### src/core/ssic_map.svh
// Purpose: Offsets, field positions and reset values for status strobe block
// Assumes: 4-bit register index written by the local microprocessor
// Notes: Definitions only
`ifndef SSIC_MAP_SVH
`define SSIC_MAP_SVH
`define SSIC_SECOND_CONTROL_IDX 4'he
`define SSIC_TRIG_BIT 0
`define SSIC_MODE_BIT 1
`define SSIC_FINISH_BIT 3
`define SSIC_BCKPOL_BIT 4
`define SSIC_CTRL_RESET 3'h0
`define SSIC_FIFO_DEPTH 12
`endif

### src/core/ssic_pkg.sv
// Purpose: Types shared by the status strobe block
// Assumes: Byte-wide status words
// Notes: Constants live in ssic_map.svh
package ssic_pkg;
  typedef struct packed {
    logic bckpol;
    logic finish;
    logic mode;
  } ssic_ctrl_s;
  typedef enum logic [2:0] {
    SSIC_IDLE = 3'h1,
    SSIC_RUN = 3'h2,
    SSIC_DRAIN = 3'h4
  } ssic_buf_e;
endpackage : ssic_pkg

### src/core/ssic_fifo_mem.sv
// Purpose: Small word store for the status FIFO
// Assumes: One write and one read port on one clock
// Notes: Read data is registered
`timescale 1ns/1ns
`default_nettype none
module ssic_fifo_mem #(
  parameter int WIDTH = 8,
  parameter int DEPTH = 12,
  parameter int AW = 4
) (
  input wire logic clk,
  input wire logic ce,
  input wire logic we,
  input wire logic [AW-1:0] waddr,
  input wire logic [WIDTH-1:0] wdata,
  input wire logic [AW-1:0] raddr,
  output logic [WIDTH-1:0] rdata
);
  logic [WIDTH-1:0] mem [DEPTH];
  initial begin
    if (DEPTH > (1 << AW)) $error("ssic_fifo_mem: AW too small");
  end
  always_ff @(posedge clk) begin
    if (ce && we) mem[waddr] <= wdata;
    if (ce) rdata <= mem[raddr];
  end
endmodule : ssic_fifo_mem
`default_nettype wire

### src/core/ssic_status_strobe.sv
// Purpose: Second control register, status FIFO and status-ready strobe
// Assumes: Microprocessor write strobe and host read strobe are one-cycle
//   pulses on clk; serial clock and sync arrive from pins
// Notes: Notes on behaviour follow
`timescale 1ns/1ns
`default_nettype none
`include "ssic_map.svh"
module ssic_status_strobe #(
  parameter int DEPTH = `SSIC_FIFO_DEPTH
) (
  input wire logic clk,
  input wire logic resetn,
  input wire logic ce,
  input wire logic mp_wr,
  input wire logic [3:0] mp_addr,
  input wire logic [7:0] mp_wdata,
  input wire logic status_wr,
  input wire logic [7:0] status_wdata,
  input wire logic host_rd,
  output logic [7:0] host_rdata,
  output logic status_ready_n,
  input wire logic buffer_write_request,
  input wire logic sector_sync,
  output logic buffering,
  input wire logic serial_bit_clock,
  input wire logic serial_input_data,
  output logic serial_bit_valid,
  output logic serial_bit,
  output ssic_pkg::ssic_ctrl_s ctrl
);
  localparam int AW = $clog2(DEPTH + 1);
  initial begin
    if (DEPTH < 2) $error("ssic_status_strobe: DEPTH must be at least 2");
  end

  function automatic logic [AW-1:0] ptr_inc(input logic [AW-1:0] p);
    ptr_inc = (p == AW'(DEPTH - 1)) ? '0 : p + AW'(1);
  endfunction : ptr_inc

  // Control register
  ssic_pkg::ssic_ctrl_s ctrl_q;
  logic trig_q;
  wire ctrl_hit = mp_wr && (mp_addr == `SSIC_SECOND_CONTROL_IDX);
  wire trig_write0 = ctrl_hit && !mp_wdata[`SSIC_TRIG_BIT];
  wire mode_next = ctrl_hit ? mp_wdata[`SSIC_MODE_BIT] : ctrl_q.mode;

  // FIFO bookkeeping
  logic [AW-1:0] wp_q, rp_q, cnt_q;
  logic ready_n_q;
  wire fifo_full = (cnt_q == AW'(DEPTH));
  wire fifo_empty = (cnt_q == '0);
  wire do_wr = status_wr && !fifo_full;
  wire do_rd = host_rd && !fifo_empty && !ready_n_q;
  wire last_rd = do_rd && (cnt_q == AW'(1)) && !do_wr;
  // Trigger in batch mode only, per-byte strobe otherwise
  wire fire_batch = trig_write0 && mode_next;
  wire fire_byte = do_wr && !ctrl_q.mode;

  always_ff @(posedge clk or negedge resetn) begin
    if (!resetn) begin
      ctrl_q <= `SSIC_CTRL_RESET;
      trig_q <= 1'b0;
    end else if (ce) begin
      if (ctrl_hit) begin
        ctrl_q.mode <= mp_wdata[`SSIC_MODE_BIT];
        ctrl_q.finish <= mp_wdata[`SSIC_FINISH_BIT];
        ctrl_q.bckpol <= mp_wdata[`SSIC_BCKPOL_BIT];
      end
      // Arming write wins over same-cycle last read
      if (fire_batch) trig_q <= 1'b1;
      else if (last_rd) trig_q <= 1'b0;
    end
  end
  assign ctrl = ctrl_q;

  always_ff @(posedge clk or negedge resetn) begin
    if (!resetn) begin
      wp_q <= '0;
      rp_q <= '0;
      cnt_q <= '0;
      ready_n_q <= 1'b1;
    end else if (ce) begin
      if (do_wr) wp_q <= ptr_inc(wp_q);
      if (do_rd) rp_q <= ptr_inc(rp_q);
      cnt_q <= cnt_q + AW'(do_wr) - AW'(do_rd);
      if (fire_byte || (fire_batch && (!fifo_empty || do_wr)))
        ready_n_q <= 1'b0;
      else if (last_rd) ready_n_q <= 1'b1;
    end
  end
  assign status_ready_n = ready_n_q;

  // Memory read address looks ahead so data is ready at the next read
  wire [AW-1:0] rd_addr = do_rd ? ptr_inc(rp_q) : rp_q;
  wire [AW-1:0] wr_addr = wp_q;
  logic [7:0] mem_rdata;
  ssic_fifo_mem #(.WIDTH(8), .DEPTH(DEPTH), .AW(AW)) u_mem (
    .clk(clk),
    .ce(ce),
    .we(do_wr),
    .waddr(wr_addr),
    .wdata(status_wdata),
    .raddr(rd_addr),
    .rdata(mem_rdata)
  );
  // Write to an empty store bypasses the one-cycle read latency
  logic bypass_q;
  logic [7:0] bypass_d_q;
  always_ff @(posedge clk or negedge resetn) begin
    if (!resetn) begin
      bypass_q <= 1'b0;
      bypass_d_q <= 8'h00;
    end else if (ce) begin
      bypass_q <= do_wr && (wr_addr == rd_addr);
      bypass_d_q <= status_wdata;
    end
  end
  assign host_rdata = bypass_q ? bypass_d_q : mem_rdata;

  // Pin synchronisers: clock and sync changes count when stages two and three agree
  logic [2:0] sync_s_q, bck_s_q, dat_s_q;
  logic bck_q;
  logic sync_f_q;
  always_ff @(posedge clk or negedge resetn) begin
    if (!resetn) begin
      sync_s_q <= 3'h0;
      bck_s_q <= 3'h0;
      dat_s_q <= 3'h0;
      bck_q <= 1'b0;
      sync_f_q <= 1'b0;
    end else if (ce) begin
      sync_s_q <= {sync_s_q[1:0], sector_sync};
      bck_s_q <= {bck_s_q[1:0], serial_bit_clock};
      dat_s_q <= {dat_s_q[1:0], serial_input_data};
      if (bck_s_q[1] == bck_s_q[2]) bck_q <= bck_s_q[2];
      if (sync_s_q[1] == sync_s_q[2]) sync_f_q <= sync_s_q[2];
    end
  end
  // Polarity select flips the sampling edge of the filtered clock
  wire bck_eff = bck_q ^ ctrl_q.bckpol;
  wire bck_now = (bck_s_q[1] == bck_s_q[2]) ? bck_s_q[2] : bck_q;
  wire bck_now_eff = bck_now ^ ctrl_q.bckpol;
  wire sample = !bck_eff && bck_now_eff && ce;
  // Rise counts once stages two and three agree high
  wire sync_rise = (sync_s_q[2:1] == 2'b11) && !sync_f_q;
  always_ff @(posedge clk or negedge resetn) begin
    if (!resetn) begin
      serial_bit_valid <= 1'b0;
      serial_bit <= 1'b0;
    end else if (ce) begin
      serial_bit_valid <= sample;
      if (sample) serial_bit <= dat_s_q[2];
    end
  end

  // Buffering control
  ssic_pkg::ssic_buf_e st_q, st_d;
  always_comb begin
    st_d = st_q;
    unique case (st_q)
      ssic_pkg::SSIC_IDLE: if (buffer_write_request) st_d = ssic_pkg::SSIC_RUN;
      ssic_pkg::SSIC_RUN: begin
        if (!buffer_write_request)
          st_d = ctrl_q.finish ? ssic_pkg::SSIC_DRAIN : ssic_pkg::SSIC_IDLE;
      end
      ssic_pkg::SSIC_DRAIN: if (sync_rise) st_d = ssic_pkg::SSIC_IDLE;
      default: st_d = ssic_pkg::SSIC_IDLE;
    endcase
  end
  always_ff @(posedge clk or negedge resetn) begin
    if (!resetn) st_q <= ssic_pkg::SSIC_IDLE;
    else if (ce) st_q <= st_d;
  end
  assign buffering = (st_q != ssic_pkg::SSIC_IDLE);

  a_byte_strobe: assert property (@(posedge clk) disable iff (!resetn)
    ce && fire_byte |=> !status_ready_n) else $error("byte write no strobe");
  a_batch_quiet: assert property (@(posedge clk) disable iff (!resetn)
    ce && status_ready_n && ctrl.mode && !fire_batch |=> status_ready_n)
    else $error("batch mode strobe without trigger");
  a_trig_ignored: assert property (@(posedge clk) disable iff (!resetn)
    ce && trig_write0 && !mode_next && !do_wr && status_ready_n
    |=> status_ready_n) else $error("trigger acted in byte mode");
  a_trig_fires: assert property (@(posedge clk) disable iff (!resetn)
    ce && fire_batch && !fifo_empty |=> !status_ready_n && trig_q)
    else $error("trigger did not strobe");
  a_trig_clear: assert property (@(posedge clk) disable iff (!resetn)
    ce && last_rd && !fire_batch |=> !trig_q && status_ready_n)
    else $error("trigger not cleared on last read");
  a_reset_ctrl: assert property (@(posedge clk)
    $rose(resetn) |-> ctrl == 3'h0) else $error("control not reset");
  a_finish_hold: assert property (@(posedge clk) disable iff (!resetn)
    ce && st_q == ssic_pkg::SSIC_DRAIN && !sync_rise |=> buffering)
    else $error("buffering stopped before sync");
  a_pol_sample: assert property (@(posedge clk) disable iff (!resetn)
    sample |=> serial_bit_valid && serial_bit == $past(dat_s_q[2]))
    else $error("serial bit not captured");
  a_fifo_bound: assert property (@(posedge clk) disable iff (!resetn)
    cnt_q <= AW'(DEPTH)) else $error("fifo count overflow");
  a_ready_empty: assert property (@(posedge clk) disable iff (!resetn)
    !status_ready_n |-> !fifo_empty) else $error("ready with empty fifo");
endmodule : ssic_status_strobe
`default_nettype wire

### config.mk
export PLATFORM = sky130hd
export DESIGN_NAME = ssic_status_strobe
export DESIGN_NICKNAME = d
export VERILOG_FILES = /design/src/core/ssic_pkg.sv /design/src/core/ssic_fifo_mem.sv /design/src/core/ssic_status_strobe.sv
export VERILOG_INCLUDE_DIRS = /design/src /design/src/core
export SDC_FILE = /design/constraint.sdc
export NUM_CORES = 1
export LEC_CHECK = 0
export CAP_MARGIN = 20
export CORE_MARGIN = 2
export CORE_UTILIZATION = 40
export DETAILED_ROUTE_END_ITERATION = 7
export DONT_BUFFER_PORTS = 1
export GPL_ROUTABILITY_DRIVEN = 0
export GPL_TIMING_DRIVEN = 0
export HOLD_SLACK_MARGIN = 0.02
export SYNTH_ARGS = -nofsm -noshare
export SYNTH_HDL_FRONTEND = slang
export SYNTH_HIERARCHICAL = 1
export SYNTH_SLANG_ARGS = --single-unit
export TNS_END_PERCENT = 50
### constraint.sdc
create_clock -name clk -period 3.8 [get_ports clk]
set_clock_uncertainty 0.05 [all_clocks]
set_input_delay 0.38 -clock clk [delete_from_list [all_inputs] [get_ports clk]]
set_output_delay 0.38 -clock clk [all_outputs]
set_load 0.02 [all_outputs]
=== Yosys cells after proc, flatten, opt, wreduce, memory -nomap -nowiden ===
Memory sizes are Yosys's and may differ from the RTL's. A register that Yosys moved wholly into a read port is not among the register bits.
Index checks and enable logic that the tools add are counted.

* Bits in registers: 41
* Bits in latches: 0
* Bits in writable memories: 96
* Memory bits (read-only): 0
* Bits of input ports: 30
* Word-level logic and storage cells: 88
* Memories: 1

* $add $sub $neg: 4
* Multipliers: 0
* Div/mod/pow operators: 0
* $lt $le $gt $ge: 0
* Equal/unequal tests: 16
* Shift-type cells: 0
* Multiplexer cells: 15
* Bitwise gates (word level): 2
* Reduce and logical (&&, ||, !) cells: 33

{| class="wikitable"
|+ Memories
! name !! words !! width !! read ports !! clocked after memory_dff !! write ports !! line !! RTL
|-
| u_mem.mem || 12 || 8 || 1 || 1 || 1 || ssic_fifo_mem.sv:19 || <nowiki>logic [WIDTH-1:0] mem [DEPTH];</nowiki>
|}

{| class="wikitable"
|+ Operators with widths
! kind !! count
|-
| equality test 4 bit (second input constant) || 4
|-
| logical AND 1 bit || 15
|-
| 2-to-1 mux 3 bit || 4
|-
| 2-to-1 mux 4 bit || 3
|-
| AND reduction 2 bit || 5
|-
| case mux 3 bit (3 select lines) || 1
|-
| adder 4 x 1 -> 4 bit (second input constant) || 2
|-
| logical NOT 1 bit || 8
|-
| 2-to-1 mux 8 bit || 1
|-
| 2-to-1 mux 1 bit || 6
|-
| inequality test 2 bit (second input constant) || 3
|-
| adder 4 x 1 -> 4 bit || 1
|-
| equality test 4 x 1 -> 1 bit (second input constant) || 1
|-
| equality test 4 bit || 1
|-
| logical NOT 4 bit || 1
|-
| AND reduction 4 bit || 1
|-
| subtractor 4 x 1 -> 4 bit || 1
|-
| equality test 3 x 1 -> 1 bit (second input constant) || 1
|-
| equality test 3 x 2 -> 1 bit (second input constant) || 1
|-
| equality test 3 bit (second input constant) || 1
|-
| inequality test 3 x 1 -> 1 bit (second input constant) || 1
|-
| equality test 1 bit || 2
|-
| equality test 2 bit (second input constant) || 1
|-
| logical OR 1 bit || 2
|-
| 2 further kinds || 3
|}

=== Longest topological paths before layout ===
Gate-level depths: netlist (run 1).

* Depth in word-level cells: 8
* Gate-level depth with buffers: 12
* Mapped depth without buffers: 12

=== Cells and area by module ===
Netlist (run 1), hierarchy kept.

{| class="wikitable"
|+ Modules (own cells, without submodules)
! module !! times used !! cells each !! area an instance (sq um) !! seq. area each (sq um)
|-
| ssic_fifo_mem || 1 || 183 || 3,957.5 || 3,123.0
|-
| ssic_status_strobe || 1 || 192 || 2,190.9 || 1,028.5
|}

=== Worst setup path before layout (run 1) ===
OpenSTA, ideal clock, no wires.

* Path kind: reg-to-reg
* Start point: register cnt_q[2]
* End point: register u_mem.rdata[5], read port of u_mem.mem, data pin
* Arrival: 2,316 ps
* Setup slack: 1,162 ps
* Cell stages (with the launch flop): 12
* Clock period less this slack: 2,638 ps
* Cell sequence: dfrtp_1 > inv_1 > ha_1 > nor3b_4 > nor3b_1 > mux2i_2 > inv_1 > clkbuf_1 > buf_2 > mux4_2 > a22oi_1 > o221ai_1

* Word-level cells in the longest chain between the ends: 5

{| class="wikitable"
|+ RTL lines
! element !! line !! RTL
|-
| start: declaration || ssic_status_strobe.sv:48 || <nowiki>logic [AW-1:0] wp_q, rp_q, cnt_q;</nowiki>
|-
| start signal: assignment || ssic_status_strobe.sv:85 || <nowiki>cnt_q <= cnt_q + AW'(do_wr) - AW'(do_rd);</nowiki>
|-
| logical NOT 4 bit || ssic_status_strobe.sv:51 || <nowiki>wire fifo_empty = (cnt_q == '0);</nowiki>
|-
| logical NOT 1 bit || ssic_status_strobe.sv:53 || <nowiki>wire do_rd = host_rd && !fifo_empty && !ready_n_q;</nowiki>
|-
| logical AND 1 bit (2 in series) || ssic_status_strobe.sv:53 ||
|-
| 2-to-1 mux 4 bit || - ||
|-
| via rd_addr[2] || ssic_status_strobe.sv:94 || <nowiki>wire [AW-1:0] rd_addr = do_rd ? ptr_inc(rp_q) : rp_q;</nowiki>
|-
| end: declaration || ssic_fifo_mem.sv:17 || <nowiki>output logic [WIDTH-1:0] rdata</nowiki>
|}

The timed path passes the listed nets, and every way through them passes these cells.
A chain may end at the register's enable or synchronous reset.

=== Worst setup path in the final report (run 1) ===
* Start point: register cnt_q[2]
* End point: register u_mem.rdata[3], read port of u_mem.mem, data pin

Same word-level chain as after synthesis.

==> report_table.html, run 1 <==
<table>
<tr><th>Metric</th><th>Value</th></tr>
<tr><th colspan="2">Status</th></tr>
<tr><td>Result of the run</td><td>finished clean</td></tr>
<tr><th colspan="2">Hold path</th></tr>
<tr><td>Worst hold start</td><td>status_wdata[4]</td></tr>
<tr><td>WHS Path Cells</td><td>1</td></tr>
<tr><td>Hold endpoint</td><td>bypass_d_q[4]</td></tr>
<tr><td>Kind of path behind the tightest hold check</td><td>in -&gt; reg</td></tr>
<tr><th colspan="2">Place</th></tr>
<tr><td>Total half-perimeter wirelength after legalization and detailed placement</td><td>7950 µm</td></tr>
<tr><td>Buffers on Ports</td><td>0</td></tr>
<tr><td>Post-detailed-placement cell area</td><td>6400 µm²</td></tr>
<tr><td>Total placed cells including tap cells</td><td>566</td></tr>
<tr><th colspan="2">Timing</th></tr>
<tr><td>Measured slew at the worst slew-check pin</td><td>0.934 ns</td></tr>
<tr><td>Fin. Hold Viols</td><td>0</td></tr>
<tr><td>Final worst hold slack</td><td>0.0706 ns</td></tr>
<tr><td>Final number of setup-violating endpoints</td><td>0</td></tr>
<tr><td>Final critical-path share of the clock period</td><td>0.864</td></tr>
<tr><td>Slew Limit Headroom</td><td>0.375</td></tr>
<tr><td>Number of max-slew violations in the final report</td><td>0</td></tr>
<tr><td>Min cycle time layout</td><td>3.28 ns</td></tr>
<tr><td>Setup TNS</td><td>0 ns</td></tr>
<tr><td>Fmax</td><td>0.305 GHz</td></tr>
<tr><td>RSZ-0062 raised after global routing</td><td>false</td></tr>
<tr><th colspan="2">Drt</th></tr>
<tr><td>Post-DR wirelength/cell</td><td>20.3 µm</td></tr>
<tr><td>Routed vias</td><td>3,307</td></tr>
<tr><td>First-iteration detailed-routing DRC count</td><td>274</td></tr>
<tr><td>Number of detailed-route iterations in the first pass</td><td>4</td></tr>
<tr><td>Post-DRT Antenna Nets</td><td>0</td></tr>
<tr><td>Total DRC errors in the routed layout</td><td>0</td></tr>
<tr><td>Post-Route WL</td><td>12,400 µm</td></tr>
<tr><td>Number of vias per cell after detailed routing</td><td>5.44</td></tr>
<tr><th colspan="2">Finish</th></tr>
<tr><td>Area added between synthesis and finish</td><td>15.0%</td></tr>
<tr><td>Post-layout instance count excluding filler cells</td><td>608</td></tr>
<tr><td>Post-route cell area</td><td>7070 µm²</td></tr>
<tr><td>Number of nets in the layout</td><td>448</td></tr>
<tr><td>Fraction of layout cells with a size suffix above 1</td><td>0.234</td></tr>
<tr><td>Final-layout fill cell count</td><td>1,298</td></tr>
<tr><th colspan="2">Yosys</th></tr>
<tr><td>Seq cells post-synth</td><td>145</td></tr>
<tr><td>Area contributors post-synth</td><td>sky130_fd_sc_hd__edfxtp_1 (51%), sky130_fd_sc_hd__dfrtp_1 (16%), sky130_fd_sc_hd__mux2_2 (6.6%), sky130_fd_sc_hd__mux4_2 (5.1%), sky130_fd_sc_hd__mux2i_1 (2.9%)</td></tr>
<tr><td>Area of the mapped netlist</td><td>6150 µm²</td></tr>
<tr><td>Cell taking the most area after synthesis</td><td>sky130_fd_sc_hd__edfxtp_1</td></tr>
<tr><td>Synthesized instance count</td><td>375</td></tr>
<tr><td>Proportion of synthesized flip-flops having asynchronous set or reset</td><td>0.283</td></tr>
<tr><td>Sequential area share after synthesis</td><td>0.675</td></tr>
<tr><td>Post-synth EDFFs</td><td>104</td></tr>
<tr><td>Fraction of synthesized cell area taken by the top area cell type</td><td>0.508</td></tr>
<tr><td>Synthesized area per cell</td><td>16.4 µm²</td></tr>
<tr><td>Warnings from Yosys</td><td>6</td></tr>
<tr><td>Most numerous cell types in the synthesized netlist</td><td>sky130_fd_sc_hd__edfxtp_1 (104), sky130_fd_sc_hd__dfrtp_1 (39), sky130_fd_sc_hd__mux2_2 (36)</td></tr>
<tr><td>Nets in the synthesized netlist</td><td>415</td></tr>
<tr><td>Top FF cell, synth</td><td>sky130_fd_sc_hd__edfxtp_1</td></tr>
<tr><td>Most instantiated library cell after synthesis</td><td>sky130_fd_sc_hd__edfxtp_1</td></tr>
<tr><td>Count of cell types in the netlist</td><td>46</td></tr>
<tr><th colspan="2">Setup path</th></tr>
<tr><td>Worst reg-to-reg setup slack</td><td>0.52 ns</td></tr>
<tr><td>Reg2reg end</td><td>u_mem/rdata[3]</td></tr>
<tr><td>Library cell appearing most often on the critical path</td><td>sky130_fd_sc_hd__inv_1</td></tr>
<tr><td>Arrival time at the worst endpoint</td><td>3.35 ns</td></tr>
<tr><td>R2r worst-path depth</td><td>11</td></tr>
<tr><td>Worst setup EP type</td><td>flip-flop</td></tr>
<tr><td>Setup Crit Path Kind</td><td>reg -&gt; reg</td></tr>
<tr><td>Reg-to-Reg Start</td><td>cnt_q[2]</td></tr>
<tr><td>Master of the slowest instance on the critical path</td><td>sky130_fd_sc_hd__buf_2</td></tr>
<tr><td>Required time at the endpoint of the critical path</td><td>3.86 ns</td></tr>
<tr><td>Stage delay of the slowest cell on the critical path</td><td>0.39 ns</td></tr>
<tr><td>Largest fanout on the critical path</td><td>10</td></tr>
<tr><td>CP cell instances</td><td>inv_1 -&gt; ha_1 -&gt; nor3b_4 -&gt; nor3b_1 -&gt; mux2i_2 -&gt; inv_1 -&gt; clkbuf_1 -&gt; buf_2 -&gt; mux4_2 -&gt; a22oi_1 -&gt; o221ai_1</td></tr>
<tr><td>Critical Path Source Type</td><td>flip-flop</td></tr>
<tr><th colspan="2">Floorplan</th></tr>
<tr><td>IO Pins</td><td>45</td></tr>
<tr><td>Area of the die</td><td>16,400 µm²</td></tr>
<tr><td>Starting Density</td><td>0.407</td></tr>
<tr><td>Standard cell core area</td><td>15,100 µm²</td></tr>
<tr><td>Die X-Extent</td><td>128 µm</td></tr>
<tr><td>Row count</td><td>45</td></tr>
<tr><td>Vertical die dimension</td><td>128 µm</td></tr>
<tr><th colspan="2">Power</th></tr>
<tr><td>Power per cell area</td><td>737 nW/µm²</td></tr>
<tr><td>Total power</td><td>5.21 mW</td></tr>
<tr><td>IR Drop Worst-Case VDD</td><td>0.000480 V</td></tr>
<tr><td>Leakage dissipation</td><td>2.56 nW</td></tr>
<tr><th colspan="2">Clock network</th></tr>
<tr><td>Number of clock sinks</td><td>145</td></tr>
<tr><td>CTS HTree Levels</td><td>4</td></tr>
<tr><td>Clock buffers created by TritonCTS</td><td>17</td></tr>
<tr><td>Latest clock arrival within the worst-skew pair</td><td>0.41 ns</td></tr>
<tr><td>Root buffer cell</td><td>sky130_fd_sc_hd__clkbuf_16</td></tr>
<tr><td>Postcts setup bufs</td><td>0</td></tr>
<tr><td>CTS clk-pin slew, worst paths</td><td>0.06 ns</td></tr>
<tr><td>Worst-case clock buffer depth</td><td>2</td></tr>
<tr><td>CTS tree</td><td>done</td></tr>
<tr><th colspan="2">Global route</th></tr>
<tr><td>GRT overflow</td><td>0</td></tr>
<tr><td>Combined global-route utilization of all metal layers</td><td>0.164</td></tr>
<tr><td>Wire length of the first global-routing pass</td><td>19,600 µm</td></tr>
<tr><td>Number of global-route vias before repair</td><td>3,536</td></tr>
<tr><td>Pin count of the biggest net entering global routing</td><td>42</td></tr>
<tr><td>Initial antenna violation count</td><td>4</td></tr>
<tr><th colspan="2">Run</th></tr>
<tr><td>Max Cap Violations</td><td>0</td></tr>
</table>
==> cell families after synthesis <==
logic type,synth area share
AND/OR/NAND/NOR,0.0594
adder cells (fa/ha/maj),0.0216
XOR/XNOR,0.00712
AO/OA/AOI/OAI,0.0527
flip-flops,0.675
buffers and inverters,0.0244
multiplexers,0.160
==> worst max path at each step <==
stage | start | end | slack [ns] | cells after the start
floorplan | cnt_q[2] | u_mem/rdata[5] | 1.16 | 11
global placement | cnt_q[2] | u_mem/rdata[6] | 0.57 | 11
detailed placement | cnt_q[2] | u_mem/rdata[3] | 0.50 | 11
CTS | cnt_q[2] | u_mem/rdata[3] | 0.48 | 11
global route | cnt_q[2] | u_mem/rdata[3] | 0.29 | 11
finish | cnt_q[2] | u_mem/rdata[3] | 0.52 | 11
==> placed cells by master, fill, tap and decap left out, types with 7 or more instances in the layout <==
cell / n
sky130_fd_sc_hd__edfxtp_1: 104
sky130_fd_sc_hd__dfrtp_1: 39
sky130_fd_sc_hd__mux2_2: 36
sky130_fd_sc_hd__nor2_1: 25
sky130_fd_sc_hd__mux2i_1: 18
sky130_fd_sc_hd__clkbuf_16: 17
sky130_fd_sc_hd__inv_1: 14
sky130_fd_sc_hd__nand2_1: 14
sky130_fd_sc_hd__mux4_2: 14
sky130_fd_sc_hd__dlygate4sd3_1: 10
sky130_fd_sc_hd__ha_1: 9
sky130_fd_sc_hd__o21ai_0: 8
sky130_fd_sc_hd__a21oi_1: 8
sky130_fd_sc_hd__a22oi_1: 8
sky130_fd_sc_hd__o221ai_1: 8
sky130_fd_sc_hd__nand2b_1: 7
==> worst max-delay path, delay by kind of cell (launching register included) <==
family	cells	cell delay (ns)
buf+inv	4	0.91
simple gates	2	0.46
fa+ha+maj	1	0.18
flops	1	0.38
compound gates	2	0.39
mux	2	0.60
==> through the flow <==
step,setup WS (ns),util
global route,0.293,0.469
global placement,0.572,0.423
floorplan,1.16,-
finish,0.516,0.469
CTS,0.485,0.468
detailed placement,0.504,0.424
==> routing by layer <==
metal / global-route usage / wire, µm / vias to the layer above
met5: 0 / 23 / -
met4: 0.0543 / 157 / 4
met3: 0.0522 / 737 / 18
met2: 0.265 / 5860 / 101
met1: 0.213 / 5570 / 1658
li1: - / - / 1526
==> state kept, by name, summed over array words and instances (netlist names), 4 cells and up <==
register	count
u_mem/mem	96
bypass_d_q	8
u_mem/rdata	8
cnt_q	4
rp_q	4
wp_q	4
==> report_power, final <==
part / switching (mW) / internal, mW / total [mW]
sequential: 0.203 / 1.95 / 2.16
combinational: 0.831 / 0.700 / 1.53
clock: 0.633 / 0.892 / 1.53
total: 1.67 / 3.55 / 5.21
==> area by class of cell <==
class                      instances  area (µm²)  share of cell area
sequential                       145        4150               0.587
multi-input combinational        203        1850               0.261
clock buffer                      17         425              0.0602
tap                              188         235              0.0333
timing repair buffer              14         145              0.0205
clock inverter                    13         115              0.0163
buffer                            13        97.6              0.0138
inverter                          14        52.6             0.00743
antenna                            1        2.50            0.000354
==> timing repair <==
action,in CTS,in global routing
resized for setup,0,0
hold endpoints to repair,145,0
hold buffers,11,0
Power figures use the tool's default switching activity.
==> run 2: changes to the inputs <==
MAX_ROUTING_LAYER = met4   (was default)
clock period = 3.55 ns   (was 3.8 ns; I/O delays follow)
==> run 2 against run 1 <==
  * Sequential cell count stayed put
  * Final area is 0.11% higher
  * Cell count grew 0.49%
  * Via count grew 0.27%
  * Register-to-register slack got worse by 0.24 ns
  * Non-clock buffer count did not move
  * Worst hold slack got worse by 0.028 ns
  * First-iteration DRC count is 12% lower
==> report_table.html, run 2 (synthesis gave the netlist of run 1 again) <==
<table>
<tr><th>Metric</th><th>Value</th></tr>
<tr><th colspan="2">Status</th></tr>
<tr><td>Result of the run</td><td>finished clean</td></tr>
<tr><th colspan="2">Global route</th></tr>
<tr><td>Number of global-route vias before repair</td><td>3,546 (+0.28%)</td></tr>
<tr><td>Pin count of the biggest net entering global routing</td><td>42 (unchanged)</td></tr>
<tr><td>GRT overflow</td><td>0 (unchanged)</td></tr>
<tr><td>Wire length of the first global-routing pass</td><td>19,600 µm (-0.28%)</td></tr>
<tr><td>Initial antenna violation count</td><td>4 (unchanged)</td></tr>
<tr><td>Combined global-route utilization of all metal layers</td><td>0.168 (+0.00402)</td></tr>
<tr><th colspan="2">Clock network</th></tr>
<tr><td>CTS tree</td><td>done</td></tr>
<tr><td>Postcts setup bufs</td><td>0 (unchanged)</td></tr>
<tr><td>Root buffer cell</td><td>sky130_fd_sc_hd__clkbuf_16</td></tr>
<tr><td>Number of clock sinks</td><td>145 (unchanged)</td></tr>
<tr><td>Clock buffers created by TritonCTS</td><td>17 (unchanged)</td></tr>
<tr><td>Worst-case clock buffer depth</td><td>2 (unchanged)</td></tr>
<tr><td>Latest clock arrival within the worst-skew pair</td><td>0.42 ns (about the same)</td></tr>
<tr><td>CTS HTree Levels</td><td>4 (unchanged)</td></tr>
<tr><td>CTS clk-pin slew, worst paths</td><td>0.06 ns (about the same)</td></tr>
<tr><th colspan="2">Setup path</th></tr>
<tr><td>R2r worst-path depth</td><td>11 (unchanged)</td></tr>
<tr><td>Reg-to-Reg Start</td><td>cnt_q[2]</td></tr>
<tr><td>Worst reg-to-reg setup slack</td><td>0.28 ns (-0.24 ns)</td></tr>
<tr><td>Required time at the endpoint of the critical path</td><td>3.62 ns (-0.24 ns)</td></tr>
<tr><td>Setup Crit Path Kind</td><td>reg -&gt; reg</td></tr>
<tr><td>Worst setup EP type</td><td>flip-flop</td></tr>
<tr><td>Arrival time at the worst endpoint</td><td>3.34 ns (about the same)</td></tr>
<tr><td>Largest fanout on the critical path</td><td>10 (unchanged)</td></tr>
<tr><td>Critical Path Source Type</td><td>flip-flop</td></tr>
<tr><td>Reg2reg end</td><td>u_mem/rdata[3]</td></tr>
<tr><th colspan="2">Finish</th></tr>
<tr><td>Most used cells in the layout excluding fill and tap cells</td><td>sky130_fd_sc_hd__edfxtp_1 (104), sky130_fd_sc_hd__dfrtp_1 (39), sky130_fd_sc_hd__mux2_2 (36)</td></tr>
<tr><td>Fraction of layout cells with a size suffix above 1</td><td>0.234 (unchanged)</td></tr>
<tr><td>Number of nets in the layout</td><td>448 (unchanged)</td></tr>
<tr><td>Register name with the most flops</td><td>u_mem/mem</td></tr>
<tr><td>Max FFs per register</td><td>96 (unchanged)</td></tr>
<tr><td>Area added between synthesis and finish</td><td>15.1%</td></tr>
<tr><td>Regs by FF count</td><td>u_mem/mem x96, bypass_d_q x8, u_mem/rdata x8</td></tr>
<tr><td>Commonest non-fill, non-tap cell in the layout</td><td>sky130_fd_sc_hd__edfxtp_1</td></tr>
<tr><th colspan="2">Floorplan</th></tr>
<tr><td>IO Pins</td><td>45 (unchanged)</td></tr>
<tr><td>Standard cell core area</td><td>15,100 µm² (unchanged)</td></tr>
<tr><td>Vertical die dimension</td><td>128 µm (unchanged)</td></tr>
<tr><td>Row count</td><td>45 (unchanged)</td></tr>
<tr><td>Starting Density</td><td>0.407 (unchanged)</td></tr>
<tr><td>Die X-Extent</td><td>128 µm (unchanged)</td></tr>
<tr><td>Area of the die</td><td>16,400 µm² (unchanged)</td></tr>
<tr><th colspan="2">Drt</th></tr>
<tr><td>Routed vias</td><td>3,316 (+0.27%)</td></tr>
<tr><td>Post-DRT Antenna Nets</td><td>0 (unchanged)</td></tr>
<tr><td>Post-DR wirelength/cell</td><td>20.2 µm (-0.85%)</td></tr>
<tr><td>First-iteration detailed-routing DRC count</td><td>240 (-12%)</td></tr>
<tr><td>Post-Route WL</td><td>12,300 µm (-0.36%)</td></tr>
<tr><td>Number of detailed-route iterations in the first pass</td><td>4 (unchanged)</td></tr>
<tr><td>Total DRC errors in the routed layout</td><td>0 (unchanged)</td></tr>
<tr><td>Number of vias per cell after detailed routing</td><td>5.43 (-0.22%)</td></tr>
<tr><th colspan="2">Place</th></tr>
<tr><td>Setup slack after placement</td><td>0.254 ns (-0.250 ns)</td></tr>
<tr><td>Buffers on Ports</td><td>0 (unchanged)</td></tr>
<tr><td>Total half-perimeter wirelength after legalization and detailed placement</td><td>7950 µm (unchanged)</td></tr>
<tr><th colspan="2">Timing</th></tr>
<tr><td>Measured slew at the worst slew-check pin</td><td>0.911 ns (-0.0233 ns)</td></tr>
<tr><td>Slew Limit Headroom</td><td>0.390 (+0.0156)</td></tr>
<tr><td>Final number of setup-violating endpoints</td><td>0 (unchanged)</td></tr>
<tr><td>Setup TNS</td><td>0 ns (unchanged)</td></tr>
<tr><td>Final critical-path share of the clock period</td><td>0.922 (+0.0577)</td></tr>
<tr><td>Min cycle time layout</td><td>3.27 ns (-0.0111 ns)</td></tr>
<tr><td>Fin. Hold Viols</td><td>0 (unchanged)</td></tr>
<tr><td>RSZ-0062 raised after global routing</td><td>false</td></tr>
<tr><td>Fmax</td><td>0.306 GHz (+0.34%)</td></tr>
<tr><td>Number of max-slew violations in the final report</td><td>0 (unchanged)</td></tr>
<tr><td>Setup slack after layout</td><td>0.277 ns (-0.239 ns)</td></tr>
<tr><th colspan="2">Power</th></tr>
<tr><td>IR Drop Worst-Case VDD</td><td>0.000518 V (+7.8%)</td></tr>
<tr><td>Leakage dissipation</td><td>2.56 nW (about the same)</td></tr>
<tr><td>Power per cell area</td><td>789 nW/µm² (+7.1%)</td></tr>
<tr><th colspan="2">Hold path</th></tr>
<tr><td>WHS Path Cells</td><td>1 (unchanged)</td></tr>
<tr><td>Kind of path behind the tightest hold check</td><td>in -&gt; reg</td></tr>
<tr><td>Worst hold start</td><td>status_wdata[4]</td></tr>
<tr><td>Hold endpoint</td><td>bypass_d_q[4]</td></tr>
<tr><th colspan="2">Run</th></tr>
<tr><td>Max Cap Violations</td><td>0 (unchanged)</td></tr>
</table>
[run 2: cell types whose count changed in the layout (fill, tap and decap cells not counted), sizes merged]
| cell | before | now |
|---|---|---|
| diode | 1 | 4 |
[run 2: power by group]
group | leakage, nW | switching [mW] | internal, mW
registers | 1.43 | 0.219 | 2.09
logic | 0.868 | 0.888 | 0.749
clock network | 0.259 | 0.684 | 0.954
total | 2.56 | 1.79 | 3.80
[run 2: repair_timing]
item,CTS,global route
endpoints found under the hold margin,145,0
resized for setup,0,0
hold buffers,11,0
setup endpoints to repair,0,0
[run 2: cell type report]
type | instances | area [µm²]
clock buffer | 17 | 425
fill | 1295 | 8010
buffer | 13 | 97.6
tap | 188 | 235
multi-input combinational | 203 | 1850
antenna | 4 | 10.0
clock inverter | 13 | 115
sequential | 145 | 4150
timing repair buffer | 14 | 145
inverter | 14 | 52.6
[run 2: routing by layer]
metal  global-route usage  vias up  share of wire
met3               0.0509       17          0.055
li1                     -     1526              -
met4               0.0543        0          0.015
met2                0.264       94           0.48
met1                0.211     1679           0.45
met5                    -        -              0
[run 2: worst max-delay path, stage by stage, from the launching register on]
cell and delay (ns):
sky130_fd_sc_hd__dfrtp_1 0.38, sky130_fd_sc_hd__inv_1 0.10, sky130_fd_sc_hd__ha_1 0.18, sky130_fd_sc_hd__nor3b_4 0.33, sky130_fd_sc_hd__nor3b_1 0.13, sky130_fd_sc_hd__mux2i_2 0.21
sky130_fd_sc_hd__inv_1 0.07, sky130_fd_sc_hd__clkbuf_1 0.35, sky130_fd_sc_hd__buf_2 0.39, sky130_fd_sc_hd__mux4_2 0.39, sky130_fd_sc_hd__a22oi_1 0.19, sky130_fd_sc_hd__o221ai_1 0.20
[run 2: worst max-delay path by stage]
stage | start | end | cells past startpoint
global placement | cnt_q[2] | u_mem/rdata[6] | 11
global route | cnt_q[2] | u_mem/rdata[3] | 11
CTS | cnt_q[2] | u_mem/rdata[3] | 11
finish | cnt_q[2] | u_mem/rdata[3] | 11
detailed placement | cnt_q[2] | u_mem/rdata[3] | 11
floorplan | cnt_q[2] | u_mem/rdata[5] | 11
[run 2: through the flow]
| stage | std cells | hold WS [ns] | power, mW | utilization | area [µm²] |
|---|---|---|---|---|---|
| after floorplan | 375 | 0.00941 | 3.57 | - | 6150 |
| after global placement | 563 | 0.0111 | 3.91 | 0.423 | 6380 |
| after detailed placement | 566 | 0.0112 | 3.96 | 0.424 | 6400 |
| after CTS | 607 | 0.0264 | 5.66 | 0.468 | 7070 |
| after global routing | 611 | 0.0210 | 5.90 | 0.469 | 7080 |
| final | 611 | 0.0426 | 5.59 | 0.469 | 7080 |
==> run 3: changes to the inputs <==
CORE_UTILIZATION = 60   (was 40)
PLACE_DENSITY = 0.74   (was default)
TNS_END_PERCENT = 5   (was 50)
==> run 3 against run 2 <==
  * Combinational power rose by 2%
  * Count of clock-buffer cells in the layout increased by 1
  * Highest routed layer unchanged
  * Global-route usage is 7.7 points higher
==> report_table.html, run 3 (synthesis gave the netlist of run 1 again) <==
<table>
<tr><th>Metric</th><th>Value</th></tr>
<tr><th colspan="2">Status</th></tr>
<tr><td>Result of the run</td><td>finished clean</td></tr>
<tr><th colspan="2">Power</th></tr>
<tr><td>Power per cell area</td><td>809 nW/µm² (+2.5%)</td></tr>
<tr><td>IR Drop Worst-Case VDD</td><td>0.000463 V (-10%)</td></tr>
<tr><td>Logic gate share of total power</td><td>0.292 (about the same)</td></tr>
<tr><td>Fraction of power spent switching nets</td><td>0.309 (-0.0117)</td></tr>
<tr><td>Leakage dissipation</td><td>2.61 nW (+2.2%)</td></tr>
<tr><td>Internal Dissipation</td><td>3.97 mW (+4.7%)</td></tr>
<tr><td>Clk pwr share</td><td>0.306 (+0.013)</td></tr>
<tr><td>Relative contribution of sequential cells to total power</td><td>0.402 (-0.012)</td></tr>
<tr><td>Total net switching power</td><td>1.78 mW (-0.84%)</td></tr>
<tr><th colspan="2">Setup path</th></tr>
<tr><td>Arrival time at the worst endpoint</td><td>3.45 ns (+0.11 ns)</td></tr>
<tr><td>Gate family responsible for the most delay along the worst path</td><td>buffers and inverters</td></tr>
<tr><td>Required time at the endpoint of the critical path</td><td>3.73 ns (+0.11 ns)</td></tr>
<tr><td>Crit. Startpoint</td><td>cnt_q[2]</td></tr>
<tr><td>Critical Path Source Type</td><td>flip-flop</td></tr>
<tr><td>Setup Crit Path Kind</td><td>reg -&gt; reg</td></tr>
<tr><td>CP cell instances</td><td>inv_1 -&gt; ha_1 -&gt; nor3b_4 -&gt; nor3b_1 -&gt; mux2i_2 -&gt; inv_1 -&gt; clkbuf_1 -&gt; buf_2 -&gt; mux4_2 -&gt; a22oi_1 -&gt; o221ai_1</td></tr>
<tr><td>Library cell appearing most often on the critical path</td><td>sky130_fd_sc_hd__inv_1</td></tr>
<tr><td>Reg-to-Reg Start</td><td>cnt_q[2]</td></tr>
<tr><td>Largest fanout on the critical path</td><td>10 (unchanged)</td></tr>
<tr><td>Master of the slowest instance on the critical path</td><td>sky130_fd_sc_hd__dfrtp_1</td></tr>
<tr><td>Stage delay of the slowest cell on the critical path</td><td>0.38 ns (about the same)</td></tr>
<tr><td>Worst setup EP type</td><td>flip-flop</td></tr>
<tr><td>CP Buf/Inv Count</td><td>4 (unchanged)</td></tr>
<tr><th colspan="2">Drt</th></tr>
<tr><td>Met3 Routed Length</td><td>817 µm (+21%)</td></tr>
<tr><td>Detail Route met2 WL</td><td>5960 µm (+1.7%)</td></tr>
<tr><td>Number of detailed-route iterations in the first pass</td><td>5 (+1)</td></tr>
<tr><td>Number of vias per cell after detailed routing</td><td>6.04 (+11%)</td></tr>
<tr><td>Top Metal Used</td><td>met4</td></tr>
<tr><td>WL met1</td><td>4980 µm (-11%)</td></tr>
<tr><td>Routed vias</td><td>3,391 (+2.3%)</td></tr>
<tr><td>Total DRC errors in the routed layout</td><td>0 (unchanged)</td></tr>
<tr><td>Post-Route WL</td><td>11,900 µm (-3.0%)</td></tr>
<tr><td>Post-DRT Antenna Nets</td><td>0 (unchanged)</td></tr>
<tr><td>Post-DR wirelength/cell</td><td>21.3 µm (+5.6%)</td></tr>
<tr><td>First-iteration detailed-routing DRC count</td><td>309 (+29%)</td></tr>
<tr><th colspan="2">Timing</th></tr>
<tr><td>Final number of setup-violating endpoints</td><td>0 (unchanged)</td></tr>
<tr><td>Fmax</td><td>0.306 GHz (+0.19%)</td></tr>
<tr><td>RSZ-0062 raised after global routing</td><td>false</td></tr>
<tr><td>Fin. Hold Viols</td><td>0 (unchanged)</td></tr>
<tr><td>Final critical-path share of the clock period</td><td>0.920 (-0.00178)</td></tr>
<tr><td>Setup TNS</td><td>0 ns (unchanged)</td></tr>
<tr><td>Slew Limit Headroom</td><td>0.382 (-0.00802)</td></tr>
<tr><td>Min cycle time layout</td><td>3.27 ns (-0.00631 ns)</td></tr>
<tr><td>Number of max-slew violations in the final report</td><td>0 (unchanged)</td></tr>
<tr><td>Measured slew at the worst slew-check pin</td><td>0.919 ns (+0.00832 ns)</td></tr>
<tr><td>Final worst hold slack</td><td>0.0588 ns (+0.0162 ns)</td></tr>
<tr><th colspan="2">Clock network</th></tr>
<tr><td>Clock buffers created by TritonCTS</td><td>17 (unchanged)</td></tr>
<tr><td>CTS clk-pin slew, worst paths</td><td>0.06 ns (about the same)</td></tr>
<tr><td>CTS tree</td><td>done</td></tr>
<tr><td>Postcts setup bufs</td><td>0 (unchanged)</td></tr>
<tr><td>Number of clock sinks</td><td>145 (unchanged)</td></tr>
<tr><td>Root buffer cell</td><td>sky130_fd_sc_hd__clkbuf_8</td></tr>
<tr><td>Latest clock arrival within the worst-skew pair</td><td>0.52 ns (+0.10 ns)</td></tr>
<tr><td>CTS HTree Levels</td><td>4 (unchanged)</td></tr>
<tr><td>Worst-case clock buffer depth</td><td>2 (unchanged)</td></tr>
<tr><th colspan="2">Global route</th></tr>
<tr><td>GRT overflow</td><td>0 (unchanged)</td></tr>
<tr><td>Number of global-route vias before repair</td><td>3,550 (+0.11%)</td></tr>
<tr><td>Pin count of the biggest net entering global routing</td><td>42 (unchanged)</td></tr>
<tr><td>Combined global-route utilization of all metal layers</td><td>0.245 (+0.0770)</td></tr>
<tr><td>Initial antenna violation count</td><td>1 (-3)</td></tr>
<tr><td>Wire length of the first global-routing pass</td><td>19,200 µm (-2.0%)</td></tr>
<tr><th colspan="2">Run</th></tr>
<tr><td>Max Cap Violations</td><td>0 (unchanged)</td></tr>
<tr><th colspan="2">Floorplan</th></tr>
<tr><td>Standard cell core area</td><td>9860 µm² (-35%)</td></tr>
<tr><td>Vertical die dimension</td><td>105 µm (-18%)</td></tr>
<tr><td>Die X-Extent</td><td>105 µm (-18%)</td></tr>
<tr><td>IO Pins</td><td>45 (unchanged)</td></tr>
<tr><td>Starting Density</td><td>0.623 (+0.216)</td></tr>
<tr><td>Row count</td><td>36 (-20%)</td></tr>
<tr><td>Area of the die</td><td>11,100 µm² (-32%)</td></tr>
<tr><th colspan="2">Finish</th></tr>
<tr><td>Max FFs per register</td><td>96 (unchanged)</td></tr>
<tr><td>Area added between synthesis and finish</td><td>15.6%</td></tr>
<tr><td>Register name with the most flops</td><td>u_mem/mem</td></tr>
<tr><td>Final-layout fill cell count</td><td>612 (-53%)</td></tr>
<tr><td>Fraction of layout cells with a size suffix above 1</td><td>0.230 (-0.00438)</td></tr>
<tr><td>Commonest non-fill, non-tap cell in the layout</td><td>sky130_fd_sc_hd__edfxtp_1</td></tr>
<tr><td>Regs by FF count</td><td>u_mem/mem x96, bypass_d_q x8, u_mem/rdata x8</td></tr>
<tr><td>Most used cells in the layout excluding fill and tap cells</td><td>sky130_fd_sc_hd__edfxtp_1 (104), sky130_fd_sc_hd__dfrtp_1 (39), sky130_fd_sc_hd__mux2_2 (36)</td></tr>
<tr><td>Number of nets in the layout</td><td>454 (+1.3%)</td></tr>
<tr><th colspan="2">Place</th></tr>
<tr><td>Buffers on Ports</td><td>0 (unchanged)</td></tr>
<tr><td>Total half-perimeter wirelength after legalization and detailed placement</td><td>7600 µm (-4.4%)</td></tr>
<tr><th colspan="2">Hold path</th></tr>
<tr><td>Kind of path behind the tightest hold check</td><td>in -&gt; reg</td></tr>
<tr><td>Worst hold start</td><td>status_wr</td></tr>
</table>
run 3: changes by cell type in the layout (fill, tap and decap cells not counted), moves of 2 or more:
cell | previous run | this run
sky130_fd_sc_hd__inv_6 | 2 | 0
sky130_fd_sc_hd__dlygate4sd3_1 | 10 | 16
sky130_fd_sc_hd__clkinvlp_4 | 3 | 1
sky130_fd_sc_hd__clkinv_4 | 3 | 0
sky130_fd_sc_hd__bufinv_16 | 1 | 4
sky130_fd_sc_hd__clkinv_2 | 3 | 7
sky130_fd_sc_hd__diode_2 | 4 | 1
run 3: final timing paths:
| path | end | slack, ns | cells past startpoint |
|---|---|---|---|
| max | u_mem/rdata[7] | 0.28 | 11 |
| min | status_ready_n | 0.06 | 3 |
| max reg2reg | u_mem/rdata[7] | 0.28 | 11 |
| min reg2reg | bypass_d_q[3] | 0.45 | 1 |
| max in group asynchronous | st_q[0] | 2.94 | 2 |
| min in group asynchronous | cnt_q[0] | 0.23 | 2 |
run 3: what timing repair did:
| item | in CTS | in global routing |
|---|---|---|
| resized for setup | 0 | 0 |
| hold buffers | 17 | 0 |
| endpoints found under the hold margin | 160 | 0 |
run 3: power groups by stage:
stage	combinational (mW)	clock [mW]	sequential [mW]
3_3_place_gp	1.58	0	2.33
4_1_cts	1.68	1.78	2.31
5_1_grt	1.85	1.87	2.34
3_5_place_dp	1.61	0	2.34
6_report	1.68	1.76	2.31
2_1_floorplan	1.28	0	2.29
run 3: cell type report:
class                   count  area, µm²  share of cell area
diodes                      1       2.50            0.000352
plain buffers              13       97.6              0.0137
clock buffers              18        418              0.0588
clock inverters            14        170              0.0239
inverters                  14       52.6             0.00740
multi-input cells         203       1850               0.260
flip-flops and latches    145       4150               0.584
well taps                 133        166              0.0234
repair buffers             20        200              0.0282
run 3: worst register-to-register path, delay by kind of cell, from the launching register on:
kind	cells	cell delay, ns
buffers and inverters	4	0.85
DFF	1	0.38
adders and majority gates	1	0.19
AOI/OAI and AO/OA	2	0.50
muxes	2	0.55
and+or+nand+nor	2	0.45
run 3: routing by layer:
metal,GRT usage,vias to the layer above
met3,0.0785,18
met4,0.0867,0
met5,-,-
met1,0.317,1709
met2,0.371,126
li1,-,1538
run 3: per-stage QoR:
stage / utilization / cells / total power, mW / worst slack [ns] / area (µm²)
2_1_floorplan: - / 375 / 3.57 / 0.912 / 6150
3_3_place_gp: 0.640 / 508 / 3.91 / 0.334 / 6310
3_5_place_dp: 0.642 / 511 / 3.95 / 0.296 / 6330
4_1_cts: 0.720 / 560 / 5.78 / 0.281 / 7100
5_1_grt: 0.720 / 561 / 6.06 / 0.0463 / 7110
6_report: 0.720 / 561 / 5.75 / 0.283 / 7110
